`src/drv_gate_regs.vh`:
```
// register map, field positions and timing constants of the start gate
`ifndef DRV_GATE_REGS_VH
`define DRV_GATE_REGS_VH

// ----------------------------------------------------------------------
// register byte offsets
// ----------------------------------------------------------------------
`define OFS_CONTROL 8'h00
`define OFS_STATUS 8'h04
`define OFS_IRQ_STATUS 8'h08
`define OFS_IRQ_MASK 8'h0C
`define OFS_ALARM_CODE 8'h10
`define OFS_SAVED 8'h14

// ----------------------------------------------------------------------
// control fields
// ----------------------------------------------------------------------
`define CTL_GATE_ENABLE 0
`define CTL_SAVE 1
`define CTL_SYS_RESET 2

// ----------------------------------------------------------------------
// status fields
// ----------------------------------------------------------------------
`define STA_GATE_ACTIVE 0
`define STA_DRV_READY 1
`define STA_CTRL_READY 2
`define STA_PENDING 3
`define STA_PROGRAM 4
`define STA_CONN_ALARM 5

// ----------------------------------------------------------------------
// interrupt fields
// ----------------------------------------------------------------------
`define IRQ_CONN_ALARM 0
`define IRQ_STARTED 1
`define IRQ_REFUSED 2
`define IRQ_WIDTH 3

// ----------------------------------------------------------------------
// values and timing
// ----------------------------------------------------------------------
`define GATE_FACTORY_DEFAULT 1'b0
`define ALARM_CODE_CONN 8'h6F
`define RESP_OKAY 2'b00
`define RESP_SLVERR 2'b10
`define CLK_KHZ 32'h0000_61A8
`define DRV_TIMEOUT_MS 32'h0000_0BB8
`define DRV_TIMEOUT_CYCLES (`DRV_TIMEOUT_MS * `CLK_KHZ)

`endif

```
`src/driver_ready_start_gating.v`:
```
// start gating on driver ready, with axi4-lite registers and interrupt
//
// Summary of operation
// - gate enable takes values 0 or 1
// - new enable active only after save and reset
// - power up restores last saved enable
// - never saved: factory default enable
// - enable writes refused while program runs
// - enabled gate samples driver ready at start
// - driver ready high: start immediately
// - driver ready low: hold, start on rise
// - pending three seconds: raise alarm 6Fh
// - enabled: ready needs idle and driver ready
// - disabled: ready needs only controller idle
`timescale 1ns/1ps
`include "drv_gate_regs.vh"
module driver_ready_start_gating #(
  parameter [31:0] TIMEOUT_CYCLES = `DRV_TIMEOUT_CYCLES
) (
  input wire aclk,
  input wire aresetn,
  input wire [7:0] s_axi_awaddr,
  input wire s_axi_awvalid,
  output wire s_axi_awready,
  input wire [31:0] s_axi_wdata,
  input wire [3:0] s_axi_wstrb,
  input wire s_axi_wvalid,
  output wire s_axi_wready,
  output reg [1:0] s_axi_bresp,
  output reg s_axi_bvalid,
  input wire s_axi_bready,
  input wire [7:0] s_axi_araddr,
  input wire s_axi_arvalid,
  output wire s_axi_arready,
  output reg [31:0] s_axi_rdata,
  output reg [1:0] s_axi_rresp,
  output reg s_axi_rvalid,
  input wire s_axi_rready,
  input wire driver_ready_pin,
  input wire motion_start_request,
  input wire controller_moving,
  input wire program_running,
  input wire controller_alarm,
  input wire nv_saved_valid,
  input wire nv_saved_value,
  output reg nv_write,
  output reg nv_write_value,
  output reg pulse_generation_start,
  output reg start_pending,
  output reg driver_connection_alarm,
  output reg [7:0] alarm_code,
  output reg controller_ready_output_state,
  output reg remote_ready_output_state,
  output wire irq
);
  localparam [1:0] ST_IDLE = 2'b01;
  localparam [1:0] ST_WAIT = 2'b10;
  localparam [31:0] TIMEOUT_LAST = TIMEOUT_CYCLES - 32'h0000_0001;

  wire driver_ready_input_state;
  reg driver_ready_gate_enable;
  reg pending_gate_enable;
  reg reload_pending;
  reg [1:0] state;
  reg [26:0] wait_count;
  reg [`IRQ_WIDTH-1:0] irq_status;
  reg [`IRQ_WIDTH-1:0] irq_mask;
  reg ev_alarm;
  reg ev_started;
  reg ev_refused;

  // ----------------------------------------------------------------------
  // driver ready pin
  // ----------------------------------------------------------------------
  pin_sync3 pin_sync3_i (
    .aclk(aclk),
    .aresetn(aresetn),
    .pin(driver_ready_pin),
    .level(driver_ready_input_state)
  );

  // ----------------------------------------------------------------------
  // axi4-lite write channel
  // ----------------------------------------------------------------------
  reg aw_held;
  reg w_held;
  reg [7:0] awaddr_q;
  reg [31:0] wdata_q;
  reg [3:0] wstrb_q;
  wire wr_do;
  wire wr_ctl;
  wire wr_refused;
  wire wr_mapped;

  assign s_axi_awready = !aw_held && !s_axi_bvalid;
  assign s_axi_wready = !w_held && !s_axi_bvalid;
  assign wr_do = aw_held && w_held && !s_axi_bvalid;
  assign wr_mapped = (awaddr_q == `OFS_CONTROL) ||
                     (awaddr_q == `OFS_IRQ_STATUS) ||
                     (awaddr_q == `OFS_IRQ_MASK);
  assign wr_ctl = wr_do && (awaddr_q == `OFS_CONTROL) && wstrb_q[0];
  // writes to the enable are locked out while a program runs
  assign wr_refused = wr_ctl && program_running;

  always @(posedge aclk) begin
    if (!aresetn) begin
      aw_held <= 1'b0;
      w_held <= 1'b0;
      awaddr_q <= 8'h00;
      wdata_q <= 32'h0000_0000;
      wstrb_q <= 4'h0;
      s_axi_bvalid <= 1'b0;
      s_axi_bresp <= `RESP_OKAY;
    end else begin
      if (s_axi_awvalid && s_axi_awready) begin
        aw_held <= 1'b1;
        awaddr_q <= s_axi_awaddr;
      end
      if (s_axi_wvalid && s_axi_wready) begin
        w_held <= 1'b1;
        wdata_q <= s_axi_wdata;
        wstrb_q <= s_axi_wstrb;
      end
      if (wr_do) begin
        aw_held <= 1'b0;
        w_held <= 1'b0;
        s_axi_bvalid <= 1'b1;
        if (!wr_mapped || wr_refused) begin
          s_axi_bresp <= `RESP_SLVERR;
        end else begin
          s_axi_bresp <= `RESP_OKAY;
        end
      end else if (s_axi_bvalid && s_axi_bready) begin
        s_axi_bvalid <= 1'b0;
      end
    end
  end

  // ----------------------------------------------------------------------
  // gate enable: written copy, saved copy and active copy
  // ----------------------------------------------------------------------
  wire save_cmd;
  wire sys_reset_cmd;
  assign save_cmd = wr_ctl && !program_running && wdata_q[`CTL_SAVE];
  assign sys_reset_cmd = wr_ctl && !program_running &&
                         wdata_q[`CTL_SYS_RESET];

  always @(posedge aclk) begin
    if (!aresetn) begin
      reload_pending <= 1'b1;
      driver_ready_gate_enable <= `GATE_FACTORY_DEFAULT;
      pending_gate_enable <= `GATE_FACTORY_DEFAULT;
      nv_write <= 1'b0;
      nv_write_value <= 1'b0;
    end else begin
      reload_pending <= 1'b0;
      nv_write <= save_cmd;
      if (save_cmd) begin
        nv_write_value <= pending_gate_enable;
      end
      if (reload_pending || sys_reset_cmd) begin
        // active value comes from the stored copy, or the factory default when none is saved
        if (nv_saved_valid) begin
          driver_ready_gate_enable <= nv_saved_value;
          pending_gate_enable <= nv_saved_value;
        end else begin
          driver_ready_gate_enable <= `GATE_FACTORY_DEFAULT;
          pending_gate_enable <= `GATE_FACTORY_DEFAULT;
        end
      end else if (wr_ctl && !program_running) begin
        // single bit field: only 0 or 1 can be held
        pending_gate_enable <= wdata_q[`CTL_GATE_ENABLE];
      end
    end
  end

  // ----------------------------------------------------------------------
  // start gating state machine
  // ----------------------------------------------------------------------
  always @(posedge aclk) begin
    if (!aresetn) begin
      state <= ST_IDLE;
      wait_count <= 27'h000_0000;
      pulse_generation_start <= 1'b0;
      start_pending <= 1'b0;
      ev_alarm <= 1'b0;
      ev_started <= 1'b0;
    end else begin
      pulse_generation_start <= 1'b0;
      ev_alarm <= 1'b0;
      ev_started <= 1'b0;
      case (state)
        ST_IDLE: begin
          if (motion_start_request) begin
            // ready is sampled before any pulse
            if (!driver_ready_gate_enable || driver_ready_input_state) begin
              pulse_generation_start <= 1'b1;
              ev_started <= 1'b1;
            end else begin
              state <= ST_WAIT;
              start_pending <= 1'b1;
              wait_count <= 27'h000_0000;
            end
          end
        end
        ST_WAIT: begin
          if (driver_ready_input_state) begin
            pulse_generation_start <= 1'b1;
            ev_started <= 1'b1;
            start_pending <= 1'b0;
            state <= ST_IDLE;
          end else if ({5'h00, wait_count} >= TIMEOUT_LAST) begin
            // driver too slow: alarm and drop request
            ev_alarm <= 1'b1;
            start_pending <= 1'b0;
            state <= ST_IDLE;
          end else begin
            wait_count <= wait_count + 27'h000_0001;
          end
        end
        default: begin
          state <= ST_IDLE;
          start_pending <= 1'b0;
        end
      endcase
    end
  end

  // ----------------------------------------------------------------------
  // controller ready output
  // ----------------------------------------------------------------------
  wire ctl_idle;
  wire ready_next;
  assign ctl_idle = !controller_moving && !program_running &&
                    !controller_alarm && !driver_connection_alarm &&
                    !start_pending;
  assign ready_next = ctl_idle &&
                      (!driver_ready_gate_enable || driver_ready_input_state);

  always @(posedge aclk) begin
    if (!aresetn) begin
      controller_ready_output_state <= 1'b0;
      remote_ready_output_state <= 1'b0;
    end else begin
      controller_ready_output_state <= ready_next;
      remote_ready_output_state <= ready_next;
    end
  end

  // ----------------------------------------------------------------------
  // interrupt status, mask and connection alarm
  // ----------------------------------------------------------------------
  wire [`IRQ_WIDTH-1:0] irq_events;
  wire [`IRQ_WIDTH-1:0] irq_clear;
  wire irq_wr;
  assign irq_events = {ev_refused, ev_started, ev_alarm};
  assign irq_wr = wr_do && wstrb_q[0];
  assign irq_clear = (irq_wr && awaddr_q == `OFS_IRQ_STATUS) ?
                     wdata_q[`IRQ_WIDTH-1:0] : {`IRQ_WIDTH{1'b0}};
  assign irq = |(irq_status & irq_mask);

  always @(posedge aclk) begin
    if (!aresetn) begin
      irq_status <= {`IRQ_WIDTH{1'b0}};
      irq_mask <= {`IRQ_WIDTH{1'b0}};
      ev_refused <= 1'b0;
      driver_connection_alarm <= 1'b0;
      alarm_code <= 8'h00;
    end else begin
      ev_refused <= wr_refused;
      // a new event wins over a clear in the same cycle
      irq_status <= (irq_status & ~irq_clear) | irq_events;
      if (irq_wr && awaddr_q == `OFS_IRQ_MASK) begin
        irq_mask <= wdata_q[`IRQ_WIDTH-1:0];
      end
      if (ev_alarm) begin
        driver_connection_alarm <= 1'b1;
        alarm_code <= `ALARM_CODE_CONN;
      end else if (irq_clear[`IRQ_CONN_ALARM]) begin
        driver_connection_alarm <= 1'b0;
        alarm_code <= 8'h00;
      end
    end
  end

  // ----------------------------------------------------------------------
  // axi4-lite read channel
  // ----------------------------------------------------------------------
  reg [31:0] rd_mux;
  reg rd_ok;
  assign s_axi_arready = !s_axi_rvalid;

  always @* begin
    rd_mux = 32'h0000_0000;
    rd_ok = 1'b1;
    case (s_axi_araddr)
      `OFS_CONTROL: begin
        rd_mux[`CTL_GATE_ENABLE] = pending_gate_enable;
      end
      `OFS_STATUS: begin
        rd_mux[`STA_GATE_ACTIVE] = driver_ready_gate_enable;
        rd_mux[`STA_DRV_READY] = driver_ready_input_state;
        rd_mux[`STA_CTRL_READY] = controller_ready_output_state;
        rd_mux[`STA_PENDING] = start_pending;
        rd_mux[`STA_PROGRAM] = program_running;
        rd_mux[`STA_CONN_ALARM] = driver_connection_alarm;
      end
      `OFS_IRQ_STATUS: begin
        rd_mux[`IRQ_WIDTH-1:0] = irq_status;
      end
      `OFS_IRQ_MASK: begin
        rd_mux[`IRQ_WIDTH-1:0] = irq_mask;
      end
      `OFS_ALARM_CODE: begin
        rd_mux[7:0] = alarm_code;
      end
      `OFS_SAVED: begin
        rd_mux[0] = nv_saved_value;
        rd_mux[1] = nv_saved_valid;
      end
      default: begin
        rd_ok = 1'b0;
      end
    endcase
  end

  always @(posedge aclk) begin
    if (!aresetn) begin
      s_axi_rvalid <= 1'b0;
      s_axi_rdata <= 32'h0000_0000;
      s_axi_rresp <= `RESP_OKAY;
    end else if (s_axi_arvalid && s_axi_arready) begin
      s_axi_rvalid <= 1'b1;
      s_axi_rdata <= rd_mux;
      s_axi_rresp <= rd_ok ? `RESP_OKAY : `RESP_SLVERR;
    end else if (s_axi_rvalid && s_axi_rready) begin
      s_axi_rvalid <= 1'b0;
    end
  end
endmodule

```
`src/pin_sync3.v`:
```
// three-stage pin synchroniser with agreement filter
`timescale 1ns/1ps
module pin_sync3 (
  input wire aclk,
  input wire aresetn,
  input wire pin,
  output reg level
);
  reg s1;
  reg s2;
  reg s3;

  // ----------------------------------------------------------------------
  // s1 feeds only s2; level follows once s2 and s3 agree
  // ----------------------------------------------------------------------
  always @(posedge aclk) begin
    if (!aresetn) begin
      s1 <= 1'b0;
      s2 <= 1'b0;
      s3 <= 1'b0;
      level <= 1'b0;
    end else begin
      s1 <= pin;
      s2 <= s1;
      s3 <= s2;
      if (s2 == s3) begin
        level <= s3;
      end
    end
  end
endmodule

```
`config.mk`:
```
export PLATFORM = sky130hd
export DESIGN_NAME = driver_ready_start_gating
export DESIGN_NICKNAME = d
export VERILOG_FILES = /design/src/driver_ready_start_gating.v /design/src/pin_sync3.v
export VERILOG_INCLUDE_DIRS = /design/src
export SDC_FILE = /design/constraint.sdc
export NUM_CORES = 1
export LEC_CHECK = 0
export BUFFER_PORTS_ARGS = -buffer_cell sky130_fd_sc_hd__buf_4
export CORE_ASPECT_RATIO = 0.8
export CORE_MARGIN = 3
export CORE_UTILIZATION = 47
export CTS_CLUSTER_SIZE = 16
export DETAILED_ROUTE_END_ITERATION = 16
export PLACE_DENSITY = 0.82
export SYNTH_ARGS = -nofsm -noshare
export SYNTH_HDL_FRONTEND = slang
export SYNTH_SLANG_ARGS = --single-unit
```
`constraint.sdc`:
```
create_clock -name aclk -period 2.1 [get_ports aclk]
set_clock_uncertainty 0.05 [all_clocks]
set_input_delay 0.105 -clock aclk [delete_from_list [all_inputs] [get_ports aclk]]
set_output_delay 0.105 -clock aclk [all_outputs]
set_load 0.005 [all_outputs]
```
==> results.sh <==
export IMPL_worstMarginPinSlew_ns=0.7174
export IMPL_post_route_drc_count=0
export IMPL_cts_tree="yes"
export IMPL_clock_insertion_delay_worst_skew_ns=0.35
export IMPL_netlist_top_cell_by_area="sky130_fd_sc_hd__dfxtp_1"
export IMPL_nFillCells=594
export IMPL_initial_cell_density_of_the_core_pct=50.18
export IMPL_postSynthAreaPerCell_um2=8.101
export IMPL_place_port_buffers=61
export IMPL_failed_checks="setup timing"
export IMPL_yosys_warnings=0
export IMPL_clk_pin_slew_ns=0.08
export IMPL_synth_top_flop_cell="sky130_fd_sc_hd__dfxtp_1"
export IMPL_grt_start_max_net_pins=36
export IMPL_detail_route_antenna_nets=0
export IMPL_worst_path_buf_inv=1
export IMPL_arrival_ns=2.44
export IMPL_grt_overflow=0
export IMPL_cts_root_buf="sky130_fd_sc_hd__clkbuf_8"
export IMPL_critPathMaxStageDelay_ns=0.58
export IMPL_largest_family_of_logic_cells_by_synthesized_area="simple AND/OR/NAND/NOR gates"
export IMPL_critical_path_cell_chain="or4_4 -> o2111ai_4 -> nand2_4 -> buf_6 -> or4_4 -> a21oi_2"
export IMPL_detailroute_via_count=4470
export IMPL_timing_critical_path_slowest_stage_cell="sky130_fd_sc_hd__or4_4"
export IMPL_route_detailed_wl_per_inst_um=18.56
export IMPL_crit_family="simple AND/OR/NAND/NOR gates"
export IMPL_dpl_worst_slack_ns=-0.1689
export IMPL_crit_type="flip-flop to flip-flop"
export IMPL_synth_simple_gate_area_share_pct=27.03
export IMPL_critical_path_top_cell_by_count="sky130_fd_sc_hd__or4_4"
export IMPL_power_density_nw_per_um2=570.8
export IMPL_critical_path_sink_type="flip-flop"
export IMPL_post_route_worst_setup_slack_ns=-0.1074
export IMPL_ys_top_cells_by_area="sky130_fd_sc_hd__dfxtp_1 36%, sky130_fd_sc_hd__buf_4 6.6%, sky130_fd_sc_hd__nand2_1 5.0%"
export IMPL_floorplan_die_area_um2=9922
export IMPL_area_growth_synth_to_final_pct=41.59
export IMPL_max_freq_mhz=453.0
export IMPL_final_period_utilization_pct=105.1
export IMPL_antenna_diode_count=0
export IMPL_fp_dieH_um=89.70
export IMPL_hold_path_class="primary input to flip-flop"
export IMPL_post_synth_top_area_fraction_pct=36.00
export IMPL_detailedRoute_firstIterationViolations=410
export IMPL_cts_made_buffers=9
export IMPL_seq_area_frac_synth_pct=36.00
export IMPL_first_global_vias=4255
export IMPL_cts_buffer_depth=2
export IMPL_final_count_of_hold_timing_violations=0
export IMPL_synth_enable_flop_cells=0
export IMPL_run_status="complete, but fails checks"
export IMPL_timing_final_crit_period_ns=2.207
export IMPL_peakVddDrop_uv=420.6
export IMPL_floorplan_die_width_um=110.6
export IMPL_post_synth_mux_area_share_pct=4.013
export IMPL_grt_antenna_before_repair=0
export IMPL_report_final_slew_viol_count=0
export IMPL_layout_nets=699
export IMPL_yosysUniqueCellTypes=66
export IMPL_drive_above_1_share_pct=33.23
export IMPL_tritoncts_num_sinks=74
export IMPL_pin_count=123
export IMPL_final_hold_worst_slack_ns=0.05835
export IMPL_setup_violations=18
export IMPL_drt_first_pass_iters=5
export IMPL_worstPathMaxFanout=5
export IMPL_vias_per_cell=6.016
export IMPL_gr_usage_all_layers_pct=25.47
export IMPL_netlist_instances=508
export IMPL_netlist_area_um2=4115
export IMPL_yosys_area_share_xor_xnor_pct=0.2128
export IMPL_synthAdderAreaFrac_pct=0.9121
export IMPL_max_slew_margin_rel_pct=51.73
export IMPL_rsz0062_at_grt="true"
export IMPL_core_area_um2=8200
export IMPL_gp_congestion=1.006
export IMPL_h_tree_depth=3
export IMPL_synth_compound_area_share_pct=20.07
export IMPL_drt_wl_total_um=13790
export IMPL_grt_first_pass_wirelength_um=20730
export IMPL_placement_rows=29
export IMPL_critical_path_startpoint_type="flip-flop"
export IMPL_crit_required_ns=2.34
export IMPL_asyncSetResetFlopFracSynth_pct=0
export IMPL_maxCapViolCount=0
export IMPL_hpwlAfterDp_um=8752
export IMPL_power_static_leakage_nw=2.326
export IMPL_postSynthRegisterBits=74
-- synthesized netlist by cell type (all sizes together), types with 3 or more instances --
master	count
o21a	6
o2111ai	4
or2	3
ha	3
o21ai	14
a21bo	4
nand2	55
or3	6
mux2i	12
nand3	27
a31oi	9
and3	11
nor2	29
clkbuf	27
nand2b	5
nand4	17
nor2b	3
dfxtp	74
nor3	13
inv	14
and4	3
or4	10
nor4	12
a32oi	4
and2	11
buf	44
o311ai	4
a21o	4
o211ai	3
a21oi	34
a211oi	3
-- sequential cells by signal (all words and copies together) (netlist names), 3 cells and up --
| signal | count |
|---|---|
| awaddr_q | 8 |
| wait_count | 27 |
| irq_status | 3 |
| s_axi_rdata | 7 |
| irq_mask | 3 |
| wdata_q | 3 |
-- worst paths after layout --
path                                      startpoint        endpoint  slack, ns  depth (start not counted)
worst max-delay path                  wait_count[15]  wait_count[17]      -0.11                          6
worst min register to register            ev_refused   irq_status[2]       0.38                          2
worst max register to register        wait_count[15]  wait_count[17]      -0.11                          6
worst min-delay path            motion_start_request      ev_started       0.06                          3
-- cell families after synthesis --
| group | count (synthesis) |
|---|---|
| xor gates and xnor gates | 1 |
| and+or+nand+nor | 212 |
| adders and majority gates | 3 |
| buffers and inverters | 85 |
| DFF | 74 |
| muxes | 15 |
| AOI/OAI and AO/OA | 117 |
| other | 1 |
-- placed cells by master (no fill, tap or decap), types with 7 or more instances in the layout --
cell type and n:
sky130_fd_sc_hd__dlygate4sd3_1 21, sky130_fd_sc_hd__nand3_1 25, sky130_fd_sc_hd__buf_6 13, sky130_fd_sc_hd__dfxtp_1 70, sky130_fd_sc_hd__and2_1 10, sky130_fd_sc_hd__a21oi_1 30, sky130_fd_sc_hd__buf_4 116, sky130_fd_sc_hd__a31oi_1 8
sky130_fd_sc_hd__and3_1 7, sky130_fd_sc_hd__o21ai_0 12, sky130_fd_sc_hd__mux2i_1 12, sky130_fd_sc_hd__inv_1 14, sky130_fd_sc_hd__conb_1 29, sky130_fd_sc_hd__nand4_1 17, sky130_fd_sc_hd__nand2_1 53, sky130_fd_sc_hd__nor2_1 28
sky130_fd_sc_hd__clkbuf_8 9, sky130_fd_sc_hd__nor3_1 11
-- stage by stage --
step | total power, mW | util (%) | std cells | TNS, ns | area [µm²]
2_1_floorplan | 1.699 | - | 536 | -0.02034 | 4262
3_3_place_gp | 1.800 | 59.43 | 693 | -0.4932 | 4873
3_5_place_dp | 1.813 | 59.43 | 693 | -1.404 | 4873
4_1_cts | 3.312 | 67.10 | 736 | -1.150 | 5503
5_1_grt | 3.416 | 71.06 | 743 | -2.265 | 5827
6_report | 3.326 | 71.06 | 743 | -0.9059 | 5827
-- worst min-delay path: cells and delay by family --
kind	cells	cell delay, ns
buf+inv	1	0.10
simple gates	1	0.15
compound gates	1	0.06
-- final cells by class --
cell class | count | area [µm²] | area share, %
multi-input cells | 377 | 2585 | 44.36
flip-flops and latches | 74 | 1486 | 25.51
repair buffers | 154 | 1303 | 22.35
clock inverters | 6 | 137.6 | 2.362
well taps | 108 | 135.1 | 2.319
clock buffers | 10 | 127.6 | 2.190
inverters | 14 | 52.55 | 0.9019
-- where the power goes --
part | switching (mW) | leakage (nW) | total [mW] | internal [mW]
Sequential | 0.0372 | 0.604 | 1.48 | 1.44
Combinational | 0.183 | 1.59 | 0.353 | 0.170
Clock | 0.576 | 0.131 | 1.49 | 0.917
Total | 0.797 | 2.33 | 3.33 | 2.53
-- metal layers --
metal  part of all wire, %  GRT usage (%)  vias up
met3                   8.2          6.229       27
met1                    41          32.85     2184
li1                      -              -     2041
met2                    49          43.45      218
met5                     0              0        -
met4                   1.8          7.047        0
-- repair_timing --
item / CTS / global route
pin swaps: 24 / 31
hold buffers: 21 / 0
setup endpoints to repair: 25 / 29
endpoints found under the hold margin: 18 / 0
buffers inserted: 6 / 8
resized for setup: 25 / 51
gates cloned: 0 / 0
Power figures use the tool's default switching activity.
